$ cat src/include/adc_consts.vh
`ifndef ADC_CONSTS_VH
`define ADC_CONSTS_VH

// register indices; byte address on the bus is four times the index
`define IDX_CONTROL      12'hF70
`define IDX_RESULT_UPPER 12'hF72
`define IDX_RESULT_LOWER 12'hF73
`define IDX_STATUS       12'hF74

// converter_control fields
`define CTL_GO_BIT       7
`define CTL_RSVD_BIT     6
`define CTL_REF_BIT      5
`define CTL_REPEAT_BIT   4
`define CTL_CH_MSB       3
`define CTL_CH_LSB       0
`define CTL_RESET        8'h00

// status fields
`define STAT_BUSY_BIT    0
`define STAT_POWER_BIT   1
`define STAT_REPEAT_BIT  2
`define STAT_DMA_BIT     3
`define STAT_CH_MSB      7
`define STAT_CH_LSB      4

// channel range
`define CH_LAST          4'hB
`define CH_COUNT         12

// timing in system clock cycles
`define CYC_IDLE_DOWN    13'h00A0
`define CYC_WAKE         13'h0028
`define CYC_CONVERT      13'h1409
`define CYC_REPEAT       13'h0100

`endif

$ cat src/verilog/result_ram.v
`timescale 1ns/100ps
`include "adc_consts.vh"

// per-channel result store, read as two bytes per channel
module result_ram (
	// clock
	input  wire       clk,
	input  wire       rst_n,
	// write side, one whole result per write
	input  wire       wr_en,
	input  wire [3:0] wr_idx,
	input  wire [9:0] wr_data,
	// byte read side
	input  wire [4:0] rd_addr,
	output reg  [7:0] rd_data_ff
);

	reg [9:0] mem [0:`CH_COUNT-1];
	wire [9:0] word = (rd_addr[4:1] <= `CH_LAST) ? mem[rd_addr[4:1]] : 10'h000;

	always @(posedge clk) begin
		if (wr_en && wr_idx <= `CH_LAST) begin
			mem[wr_idx] <= wr_data;
		end
	end

	// even byte carries the upper eight bits, odd byte the two low bits
	always @(posedge clk or negedge rst_n) begin
		if (!rst_n) begin
			rd_data_ff <= 8'h00;
		end else if (rd_addr[0]) begin
			rd_data_ff <= {word[1:0], 6'h00};
		end else begin
			rd_data_ff <= word[9:2];
		end
	end

endmodule

$ cat src/verilog/adc_conversion_sequencer.v
`timescale 1ns/100ps
`include "adc_consts.vh"

module adc_conversion_sequencer (
	// clock and reset
	input  wire        pclk,
	input  wire        presetn,
	// apb slave
	input  wire        psel,
	input  wire        penable,
	input  wire        pwrite,
	input  wire [15:0] paddr,
	input  wire [31:0] pwdata,
	output reg  [31:0] prdata_ff,
	output wire        pready,
	output wire        pslverr,
	// converter core
	input  wire [9:0]  conv_data,
	output wire        conv_power_on,
	output wire        conv_run,
	output wire        ref_int_en,
	output reg  [3:0]  mux_sel_ff,
	// interrupt controller
	output reg         conv_irq_ff,
	// dma controller
	input  wire        dma_enable,
	input  wire [3:0]  dma_last_ch,
	input  wire [4:0]  dma_rd_addr,
	output wire [7:0]  dma_rd_data,
	output reg         dma_result_ready_ff,
	output reg  [3:0]  dma_result_ch_ff,
	output reg         dma_seq_done_ff
);

	localparam ST_DOWN = 5'b00001;
	localparam ST_WAKE = 5'b00010;
	localparam ST_CONV = 5'b00100;
	localparam ST_RPT  = 5'b01000;
	localparam ST_IDLE = 5'b10000;

	// true when the apb address selects the word at index idx
	function hit;
		input [15:0] addr;
		input [11:0] idx;
		begin
			hit = (addr == {2'b00, idx, 2'b00});
		end
	endfunction

	// wrap-around step through the dma sequence
	function [3:0] next_ch;
		input [3:0] cur;
		input [3:0] last;
		begin
			if (cur >= last || cur >= `CH_LAST) begin
				next_ch = 4'h0;
			end else begin
				next_ch = cur + 4'h1;
			end
		end
	endfunction

	reg  [4:0]  state_ff;
	reg  [4:0]  nxt_state;
	reg  [12:0] cnt_ff;
	reg  [12:0] nxt_cnt;
	reg         go_ff;
	reg         rsvd_ff;
	reg         ref_ext_ff;
	reg         repeat_ff;
	reg  [3:0]  ch_field_ff;
	reg  [9:0]  result_ff;
	reg         dma_en_d_ff;
	reg  [3:0]  nxt_mux;
	reg         chain;

	// apb decode
	wire setup     = psel & ~penable;
	wire access    = psel & penable;
	wire wr_access = access & pwrite;
	wire hit_ctl   = hit(paddr, `IDX_CONTROL);
	wire hit_upper = hit(paddr, `IDX_RESULT_UPPER);
	wire hit_lower = hit(paddr, `IDX_RESULT_LOWER);
	wire hit_stat  = hit(paddr, `IDX_STATUS);
	wire mapped    = hit_ctl | hit_upper | hit_lower | hit_stat;
	wire ctl_wr    = wr_access & hit_ctl;

	// the register file always answers in the first access cycle
	assign pready  = 1'b1;
	assign pslverr = access & ~mapped;

	// while the dma owns the converter, software starts are ignored
	wire sw_go     = ctl_wr & pwdata[`CTL_GO_BIT] & ~dma_enable;
	wire dma_kick  = dma_enable & ~dma_en_d_ff;
	wire start_req = sw_go | dma_kick;

	wire cnt_zero  = (cnt_ff == 13'h0000);
	wire conv_done = state_ff[2] & cnt_zero & ~start_req;
	wire rpt_tick  = state_ff[3] & cnt_zero & repeat_ff & ~dma_enable
		& ~start_req;

	assign conv_power_on = ~state_ff[0];
	assign conv_run      = state_ff[2] | state_ff[3];
	assign ref_int_en    = ~ref_ext_ff;

	// sequencer next state; one down-counter serves every timed phase
	always @* begin
		nxt_state = state_ff;
		nxt_cnt   = cnt_ff;
		chain     = 1'b0;
		case (state_ff)
		ST_DOWN: begin
			if (start_req) begin
				nxt_state = ST_WAKE;
				nxt_cnt   = `CYC_WAKE - 13'h0001;
			end
		end
		ST_WAKE: begin
			// a repeated start during power-up does not shorten it
			if (cnt_zero) begin
				nxt_state = ST_CONV;
				nxt_cnt   = `CYC_CONVERT - 13'h0001;
			end else begin
				nxt_cnt = cnt_ff - 13'h0001;
			end
		end
		ST_CONV: begin
			if (start_req) begin
				nxt_cnt = `CYC_CONVERT - 13'h0001;
			end else if (cnt_zero) begin
				if (dma_enable) begin
					chain   = 1'b1;
					nxt_cnt = `CYC_CONVERT - 13'h0001;
				end else if (repeat_ff) begin
					nxt_state = ST_RPT;
					nxt_cnt   = `CYC_REPEAT - 13'h0001;
				end else begin
					nxt_state = ST_IDLE;
					nxt_cnt   = `CYC_IDLE_DOWN - 13'h0001;
				end
			end else begin
				nxt_cnt = cnt_ff - 13'h0001;
			end
		end
		ST_RPT: begin
			if (start_req) begin
				nxt_state = ST_CONV;
				nxt_cnt   = `CYC_CONVERT - 13'h0001;
			end else if (!repeat_ff || dma_enable) begin
				nxt_state = ST_IDLE;
				nxt_cnt   = `CYC_IDLE_DOWN - 13'h0001;
			end else if (cnt_zero) begin
				nxt_cnt = `CYC_REPEAT - 13'h0001;
			end else begin
				nxt_cnt = cnt_ff - 13'h0001;
			end
		end
		ST_IDLE: begin
			if (start_req) begin
				nxt_state = ST_CONV;
				nxt_cnt   = `CYC_CONVERT - 13'h0001;
			end else if (cnt_zero) begin
				nxt_state = ST_DOWN;
			end else begin
				nxt_cnt = cnt_ff - 13'h0001;
			end
		end
		default: begin
			nxt_state = ST_DOWN;
			nxt_cnt   = 13'h0000;
		end
		endcase
	end

	// channel steering: dma walks from input 0, software uses the field
	always @* begin
		nxt_mux = mux_sel_ff;
		if (dma_kick) begin
			nxt_mux = 4'h0;
		end else if (chain) begin
			nxt_mux = next_ch(mux_sel_ff, dma_last_ch);
		end else if (ctl_wr && !dma_enable) begin
			nxt_mux = pwdata[`CTL_CH_MSB:`CTL_CH_LSB];
		end
	end

	always @(posedge pclk or negedge presetn) begin
		if (!presetn) begin
			state_ff    <= ST_DOWN;
			cnt_ff      <= 13'h0000;
			dma_en_d_ff <= 1'b0;
			mux_sel_ff  <= 4'h0;
		end else begin
			state_ff    <= nxt_state;
			cnt_ff      <= nxt_cnt;
			dma_en_d_ff <= dma_enable;
			mux_sel_ff  <= nxt_mux;
		end
	end

	// control register; the go bit is cleared only by completion and a
	// start in the completing cycle wins so the new request is kept
	always @(posedge pclk or negedge presetn) begin
		if (!presetn) begin
			go_ff       <= 1'b0;
			rsvd_ff     <= 1'b0;
			ref_ext_ff  <= 1'b0;
			repeat_ff   <= 1'b0;
			ch_field_ff <= 4'h0;
		end else begin
			if (ctl_wr) begin
				rsvd_ff     <= pwdata[`CTL_RSVD_BIT];
				ref_ext_ff  <= pwdata[`CTL_REF_BIT];
				repeat_ff   <= pwdata[`CTL_REPEAT_BIT];
				ch_field_ff <= pwdata[`CTL_CH_MSB:`CTL_CH_LSB];
			end
			if (start_req || chain) begin
				go_ff <= 1'b1;
			end else if (conv_done) begin
				go_ff <= 1'b0;
			end
		end
	end

	// result capture, first conversion and every repeat period
	always @(posedge pclk or negedge presetn) begin
		if (!presetn) begin
			result_ff <= 10'h000;
		end else if (conv_done || rpt_tick) begin
			result_ff <= conv_data;
		end
	end

	// only the first completion of a software run raises the request;
	// repeat periods never pass through conv_done
	always @(posedge pclk or negedge presetn) begin
		if (!presetn) begin
			conv_irq_ff <= 1'b0;
		end else begin
			conv_irq_ff <= conv_done & ~dma_enable;
		end
	end

	// dma hand-off: each finished channel lands in the result image
	always @(posedge pclk or negedge presetn) begin
		if (!presetn) begin
			dma_result_ready_ff <= 1'b0;
			dma_result_ch_ff    <= 4'h0;
			dma_seq_done_ff     <= 1'b0;
		end else begin
			dma_result_ready_ff <= conv_done & dma_enable;
			if (conv_done && dma_enable) begin
				dma_result_ch_ff <= mux_sel_ff;
			end
			dma_seq_done_ff <= conv_done & dma_enable
				& (next_ch(mux_sel_ff, dma_last_ch) == 4'h0);
		end
	end

	result_ram u_result_ram (
		.clk        (pclk),
		.rst_n      (presetn),
		.wr_en      (conv_done & dma_enable),
		.wr_idx     (mux_sel_ff),
		.wr_data    (conv_data),
		.rd_addr    (dma_rd_addr),
		.rd_data_ff (dma_rd_data)
	);

	// read data is latched in the setup cycle so it stands in the access
	// cycle from a flip-flop; reserved low result bits read as zero
	always @(posedge pclk or negedge presetn) begin
		if (!presetn) begin
			prdata_ff <= 32'h00000000;
		end else if (setup && !pwrite) begin
			if (hit_ctl) begin
				prdata_ff <= {24'h000000, go_ff, rsvd_ff, ref_ext_ff,
					repeat_ff, ch_field_ff};
			end else if (hit_upper) begin
				prdata_ff <= {24'h000000, result_ff[9:2]};
			end else if (hit_lower) begin
				prdata_ff <= {24'h000000, result_ff[1:0], 6'h00};
			end else if (hit_stat) begin
				prdata_ff <= {24'h000000, mux_sel_ff, dma_enable,
					state_ff[3], conv_power_on, conv_run};
			end else begin
				prdata_ff <= 32'h00000000;
			end
		end
	end

endmodule

$ cat config.mk
export PLATFORM = sky130hd
export DESIGN_NAME = adc_conversion_sequencer
export DESIGN_NICKNAME = d
export VERILOG_FILES = /design/src/verilog/result_ram.v /design/src/verilog/adc_conversion_sequencer.v
export VERILOG_INCLUDE_DIRS = /design/src /design/src/include
export SDC_FILE = /design/constraint.sdc
export NUM_CORES = 1
export LEC_CHECK = 0
export BUFFER_PORTS_ARGS = -buffer_cell sky130_fd_sc_hd__buf_2
export CAP_MARGIN = 10
export CORE_ASPECT_RATIO = 1.4
export CORE_MARGIN = 3
export CORE_UTILIZATION = 50
export CTS_BUF_LIST = sky130_fd_sc_hd__clkbuf_4
export DETAILED_ROUTE_END_ITERATION = 10
export GPL_TIMING_DRIVEN = 0
export PLACE_DENSITY = 0.74
export SYNTH_ARGS = -nofsm -noshare
export SYNTH_HDL_FRONTEND = slang
export SYNTH_HIERARCHICAL = 1
export SYNTH_SLANG_ARGS = --single-unit
$ cat constraint.sdc
create_clock -name pclk -period 3.3 [get_ports pclk]
set_clock_uncertainty 0.2 [all_clocks]
set_input_delay 0.165 -clock pclk [delete_from_list [all_inputs] [get_ports pclk]]
set_output_delay 0.165 -clock pclk [all_outputs]
set_load 0.01 [all_outputs]
### Word-level counts from Yosys, hierarchy flattened

Memories as Yosys holds them, arrays and structs flattened.
Cells that the tools add are included.

| cells by class | value |
|---|---|
| add/subtract/negate cells | 2 |
| multiply operators | 0 |
| div/mod/pow operators | 0 |
| $lt $le $gt $ge | 4 |
| equality and inequality tests | 17 |
| shift operators | 0 |
| mux-type cells | 41 |
| bitwise logic cells | 29 |
| reductions and logical operators | 17 |

Operators with widths:

| cell | number |
|---|---|
| $mux 13 | 10 |
| $pmux 13 s5 | 1 |
| $eq 16x14->1 const B | 4 |
| $mux 5 | 10 |
| $mux 8 | 5 |
| $pmux 5 s5 | 1 |
| $and 1x1->1 | 17 |
| $mux 4 | 4 |
| $logic_not 13->1 | 1 |
| $sub 13x1->13 const B | 1 |
| $mux 10 | 1 |
| $ne 2x2->1 const B | 5 |
| $ne 3x3->1 const B | 3 |
| $le 4x4->1 const B | 2 |
| $mux 1 | 8 |
| $mux 7 | 1 |
| $not 1->1 | 7 |
| $reduce_and 7->1 | 1 |
| $eq 5x1->1 const B | 1 |
| $eq 5x2->1 const B | 1 |
| $eq 5x3->1 const B | 1 |
| $eq 5x4->1 const B | 1 |
| $eq 5x5->1 const B | 1 |
| $or 1x1->1 | 5 |
| 10 further kinds | 18 |

| word-level totals | value |
|---|---|
| register bits after elaboration | 88 |
| latch bits | 0 |
| RAM bits | 120 |
| bits in read-only memories | 0 |
| bits of input ports | 73 |
| output and inout port bits | 56 |
| memories kept | 1 |

Memory list:

| name | words | bits a word | rd ports | clocked after memory_dff | write ports | RTL line | RTL |
|---|---|---|---|---|---|---|---|
| u_result_ram.mem | 12 | 10 | 1 | 0 | 1 | result_ram.v:18 | `` reg [9:0] mem [0:`CH_COUNT-1]; `` |

### Logic depth before layout (Yosys ltp)

| depth | value |
|---|---|
| depth after elaboration | 12 |
| depth in mapped cells | 9 |
| depth with buffers taken out | 8 |

### Cells and area by module

Netlist, hierarchy kept.

By module, submodules not included:

| module | instances | cells an instance | area each (um^2) |
|---|---|---|---|
| result_ram | 1 | 259 | 5054.8 |
| adc_conversion_sequencer | 1 | 402 | 3666.0 |

### Least setup slack after synthesis

No wires, ideal clock.

| timing | value |
|---|---|
| kind | reg2reg |
| start | register cnt_ff[0] |
| end | memory u_result_ram.mem[0][0], enable pin |
| library setup time | 0.390 ns |
| arrival time | 2.895 ns |
| data required time | 2.710 ns |
| path slack | -0.185 ns |
| cell stages (with the launch flop) | 9 |
| path buffers | 0 |
| cells stage by stage | dfrtp_1 > inv_1 > ha_1 > nor4b_1 > and3_1 > nand2_1 > nor2_1 > or3b_1 > nor3_1 |

| on the way | value |
|---|---|
| word-level cells in the longest chain between the ends | 7 |

RTL lines:

| what | RTL line | RTL |
|---|---|---|
| start: declaration | adc_conversion_sequencer.v:65 | `reg [12:0] cnt_ff;` |
| start signal: assignment | adc_conversion_sequencer.v:195 | `cnt_ff <= nxt_cnt;` |
| $logic_not 13->1 | adc_conversion_sequencer.v:97 | `wire cnt_zero = (cnt_ff == 13'h0000);` |
| $and 1x1->1 (2 in a row) | adc_conversion_sequencer.v:98 | `wire conv_done = state_ff[2] & cnt_zero & ~start_req;` |
| $and 1x1->1 | adc_conversion_sequencer.v:263 | `.wr_en (conv_done & dma_enable),` |
| $logic_and 1x1->1 (no line) | - |  |
| $mux 1 | result_ram.v:22 | `` if (wr_en && wr_idx <= `CH_LAST) begin `` |
| $mux 1 (implied by the code) | result_ram.v:23 | `mem[wr_idx] <= wr_data;` |
| end: declaration | result_ram.v:18 |  |

No other way between the ends.

### Final worst setup path

| timing | value |
|---|---|
| start | input port paddr[4] |
| end | register prdata_ff[7] |

| on the way | value |
|---|---|
| word-level cells in the longest chain between the ends | 5 |

RTL lines:

| what | RTL line | RTL |
|---|---|---|
| start: declaration | adc_conversion_sequencer.v:12 | `input wire [15:0] paddr,` |
| $eq 16x14->1 | adc_conversion_sequencer.v:46 | `hit = (addr == {2'b00, idx, 2'b00});` |
| $mux 8 | adc_conversion_sequencer.v:283 | `end else if (hit_stat) begin` |
| $mux 8 | adc_conversion_sequencer.v:281 | `end else if (hit_lower) begin` |
| $mux 8 | adc_conversion_sequencer.v:279 | `end else if (hit_upper) begin` |
| $mux 8 * | adc_conversion_sequencer.v:276 | `if (hit_ctl) begin` |
| end signal: assignment | adc_conversion_sequencer.v:277 | `prdata_ff <= {24'h000000, go_ff, rsvd_ff, ref_ext_ff,` |
| end signal: assignment | adc_conversion_sequencer.v:280 | `prdata_ff <= {24'h000000, result_ff[9:2]};` |
| end signal: assignment | adc_conversion_sequencer.v:282 | `prdata_ff <= {24'h000000, result_ff[1:0], 6'h00};` |
| end: declaration | adc_conversion_sequencer.v:14 | `output reg [31:0] prdata_ff,` |

Mark *: on every way between the ends. The rest lies on a longest branch, timed or not.
A chain may end at the register's enable or synchronous reset.

==> results.py <==
metrics = {
    "outcome": {
        "outcome": "complete, but fails checks",
        "failed_checks": "hold timing",
    },
    "layout": {
        "fin_nets": 908,
        "syn2layout_area_growth_pct": 20.1,
        "final-seq-area_um2": 5210,
        "final_area_um2": 10500,
        "final_layout_size_suffix_gt1_frac": 0.279,
        "utilization": 0.618,
        "multi_input_area_um2": 3340,
        "fill_cells": 1325,
    },
    "die": {
        "ios": 129,
        "dieArea_um2": 19100,
        "initial_core_util": 0.514,
        "placementRows": 56,
        "die_h_um": 162,
        "die_w_um": 118,
        "coreArea_um2": 17000,
    },
    "worst_setup_path": {
        "path_common_cell": "dlygate4sd3_1",
        "max_stage_delay_ns": 0.57,
        "crit_slowest_cell": "dlygate4sd3_1",
        "path_class": "in -> reg",
        "path_max_fanout": 5,
        "r2r-start": "cnt_ff[0]",
        "start_kind": "input port",
        "cp-end-kind": "flip-flop",
        "cp_cell_sequence": "dlygate4sd3_1, buf_2, or4bb_1, or4_4, a211oi_2, dlygate4sd3_1, a2bb2oi_1, o21ai_0, dlygate4sd3_1",
        "reg2reg_slack_ns": 0.15,
        "crit_start": "paddr[4]",
        "required_ns": 3.60,
        "worstPathArrival_ns": 3.51,
    },
    "synthesis": {
        "yosys.cell_types.count": 75,
        "yosys_warnings": 6,
        "ys_ff_latch": 184,
        "synth_top_area_cell": "edfxtp_1",
        "syn_area_um2": 8720,
        "syn-mean-instance-area_um2": 13.2,
        "synthArstFlopShare": 0.348,
        "synth-seq-area-share": 0.597,
        "yosysTopAreaCellShare": 0.413,
        "synth_commonest_cells": "edfxtp_1, dfrtp_1, nand2_1",
        "synth_area_leaders": "edfxtp_1, dfrtp_1, mux4_2",
        "synth_ff_type": "edfxtp_1",
        "yosysMostFrequentCell": "edfxtp_1",
        "synth-edff-count": 120,
        "syn_inst": 661,
    },
    "routing": {
        "avgViaCountPerCell": 5.71,
        "drt_iter0_markers": 458,
        "wl_per_cell_um": 20.0,
        "drc": 0,
        "wl_um": 21500,
        "dr.pass1.iters": 6,
        "routed-via-count": 6141,
        "ant_nets": 0,
    },
    "grt": {
        "use_met2": 0.410,
        "antenna_found_initial": 1,
        "gr-usage-met1": 0.254,
        "grt_pass1_wl_um": 33500,
        "grt_util_met3": 0.0432,
        "grt_pass1_vias": 6270,
        "grt_usage": 0.224,
        "overflow": 0,
        "grt_max_degree": 65,
        "gr-max-usage-layer": "met2",
    },
    "sta": {
        "post-route-period-util": 0.974,
        "final.min_clock_period_ns": 3.21,
        "worstMarginPinSlew_ns": 1.10,
        "tns_ns": 0,
        "holdWs_ns": -0.00420,
        "relSlewSlack": 0.258,
        "setup_viol": 0,
        "finalMaxSlewViolations": 0,
        "finalHoldViolCount": 1,
        "fmax_mhz": 311,
    },
    "clocking": {
        "cts_max_level": 4,
        "clock_sinks": 184,
        "clockBufferDepth": 2,
        "cts_buffers": 17,
        "clock_latency_ns": 0.59,
        "cts_tree": "done",
        "root_buffer": "clkbuf_4",
        "clkTransAtPathRegs_ns": 0.16,
    },
    "placed_design": {
        "postPlaceCellArea_um2": 9520,
        "dp_hpwl_um": 15200,
        "numPortBuffers": 78,
        "place.gp.congestion": 0.932,
    },
    "power": {
        "irDropWorstVdd_mv": 0.241,
        "power_density_nw_per_um2": 501,
        "p_leak_nw": 4.28,
    },
    "worst_hold_path": {
        "hold_class": "in -> async",
    },
    "flow_run": {
        "maxCapViolations": 0,
    },
}
[kinds of logic after synthesis]
logic type,share of synthesized area
buffers and inverters,0.0478
AOI/OAI and AO/OA,0.0912
other,0.000861
and+or+nand+nor,0.132
muxes,0.116
DFF,0.597
xor gates and xnor gates,0.00603
adders and majority gates,0.00861
[layout by cell type (no fill, tap or decap), types with 4 or more instances in the layout]
| cell | count |
|---|---|
| edfxtp_1 | 120 |
| buf_2 | 84 |
| dfrtp_1 | 63 |
| nand2_1 | 60 |
| nor2_1 | 39 |
| buf_4 | 39 |
| dlygate4sd3_1 | 30 |
| conb_1 | 25 |
| o21ai_0 | 23 |
| mux2_2 | 21 |
| mux2i_1 | 18 |
| clkbuf_4 | 17 |
| inv_1 | 14 |
| nor3_1 | 14 |
| a21oi_1 | 13 |
| nand3_1 | 13 |
| nand2b_1 | 11 |
| mux4_2 | 11 |
| and2_1 | 10 |
| nor2_4 | 10 |
| buf_12 | 10 |
| nor2b_1 | 9 |
| mux4_1 | 9 |
| nor4_1 | 8 |
| a22oi_1 | 8 |
| clkbuf_1 | 7 |
| o22ai_1 | 7 |
| mux2_4 | 7 |
| and3_1 | 6 |
| a211oi_1 | 6 |
| o221ai_1 | 6 |
| ha_1 | 6 |
| o21bai_1 | 6 |
| a2111oi_1 | 6 |
| a21o_1 | 5 |
| nor4b_1 | 5 |
| a22o_1 | 4 |
[critical path, delay by kind of cell]
family,cells,cell delay (ns)
AO/OA/AOI/OAI,3,0.48
buffers and inverters,4,1.80
AND/OR/NAND/NOR,2,1.06
[metal layers]
layer	part of all wire	wire, µm
met1	0.38	8100
met2	0.55	11800
met3	0.045	971
met4	0.029	616
met5	0	0
[area by class of cell]
class / count / area share
buffer: 50 / 0.0348
multi-input combinational: 436 / 0.318
timing repair buffer: 126 / 0.0890
clock buffer: 17 / 0.0122
sequential: 184 / 0.497
antenna: 1 / 0.000239
clock inverter: 15 / 0.0159
tap: 232 / 0.0277
inverter: 14 / 0.00502
[final timing paths]
| path | to | depth (start not counted) |
|---|---|---|
| setup / recovery | prdata_ff[7] | 9 |
| hold / removal | cnt_ff[3] | 2 |
| setup reg to reg | u_result_ram/mem[0][9] | 9 |
| hold reg to reg | dma_result_ch_ff[1] | 2 |
| max in group asynchronous | result_ff[3] | 2 |
| min in group pclk | prdata_ff[6] | 6 |
[through the flow]
step / cells / setup WS, ns / total power [W] / hold WS [ns]
finish: 1075 / 0.0862 / 0.00524 / -0.00420
CTS: 1063 / 0.0373 / 0.00521 / 0.0273
detailed placement: 995 / -0.868 / 0.00393 / 0.138
global route: 1075 / -0.000893 / 0.00550 / 0.0470
global placement: 994 / -1.19 / 0.00389 / 0.147
floorplan: 684 / 0.0581 / 0.00356 / -0.331
[report_power, final]
part | total [W] | switching, W | internal, W
Sequential | 0.00267 | 0.0000887 | 0.00258
Clock | 0.00126 | 0.000790 | 0.000469
Combinational | 0.00132 | 0.000781 | 0.000538
Total | 0.00524 | 0.00166 | 0.00358
[registers in the layout, indices dropped and copies added (netlist names), 4 cells and up]
signal and flops:
state_ff 5, dma_result_ch_ff 4, u_result_ram/rd_data_ff 8, mux_sel_ff 4, ch_field_ff 4, u_result_ram/mem 120
prdata_ff 8, cnt_ff 13, result_ff 10
[repair_timing]
action	4_1_cts	5_1_grt
buffers inserted	6	11
setup endpoints to repair	120	131
pin swaps	5	7
endpoints found under the hold margin	226	0
hold buffers	30	0
gates resized for setup	24	7
No activity file was read; power rests on OpenSTA's default activity.
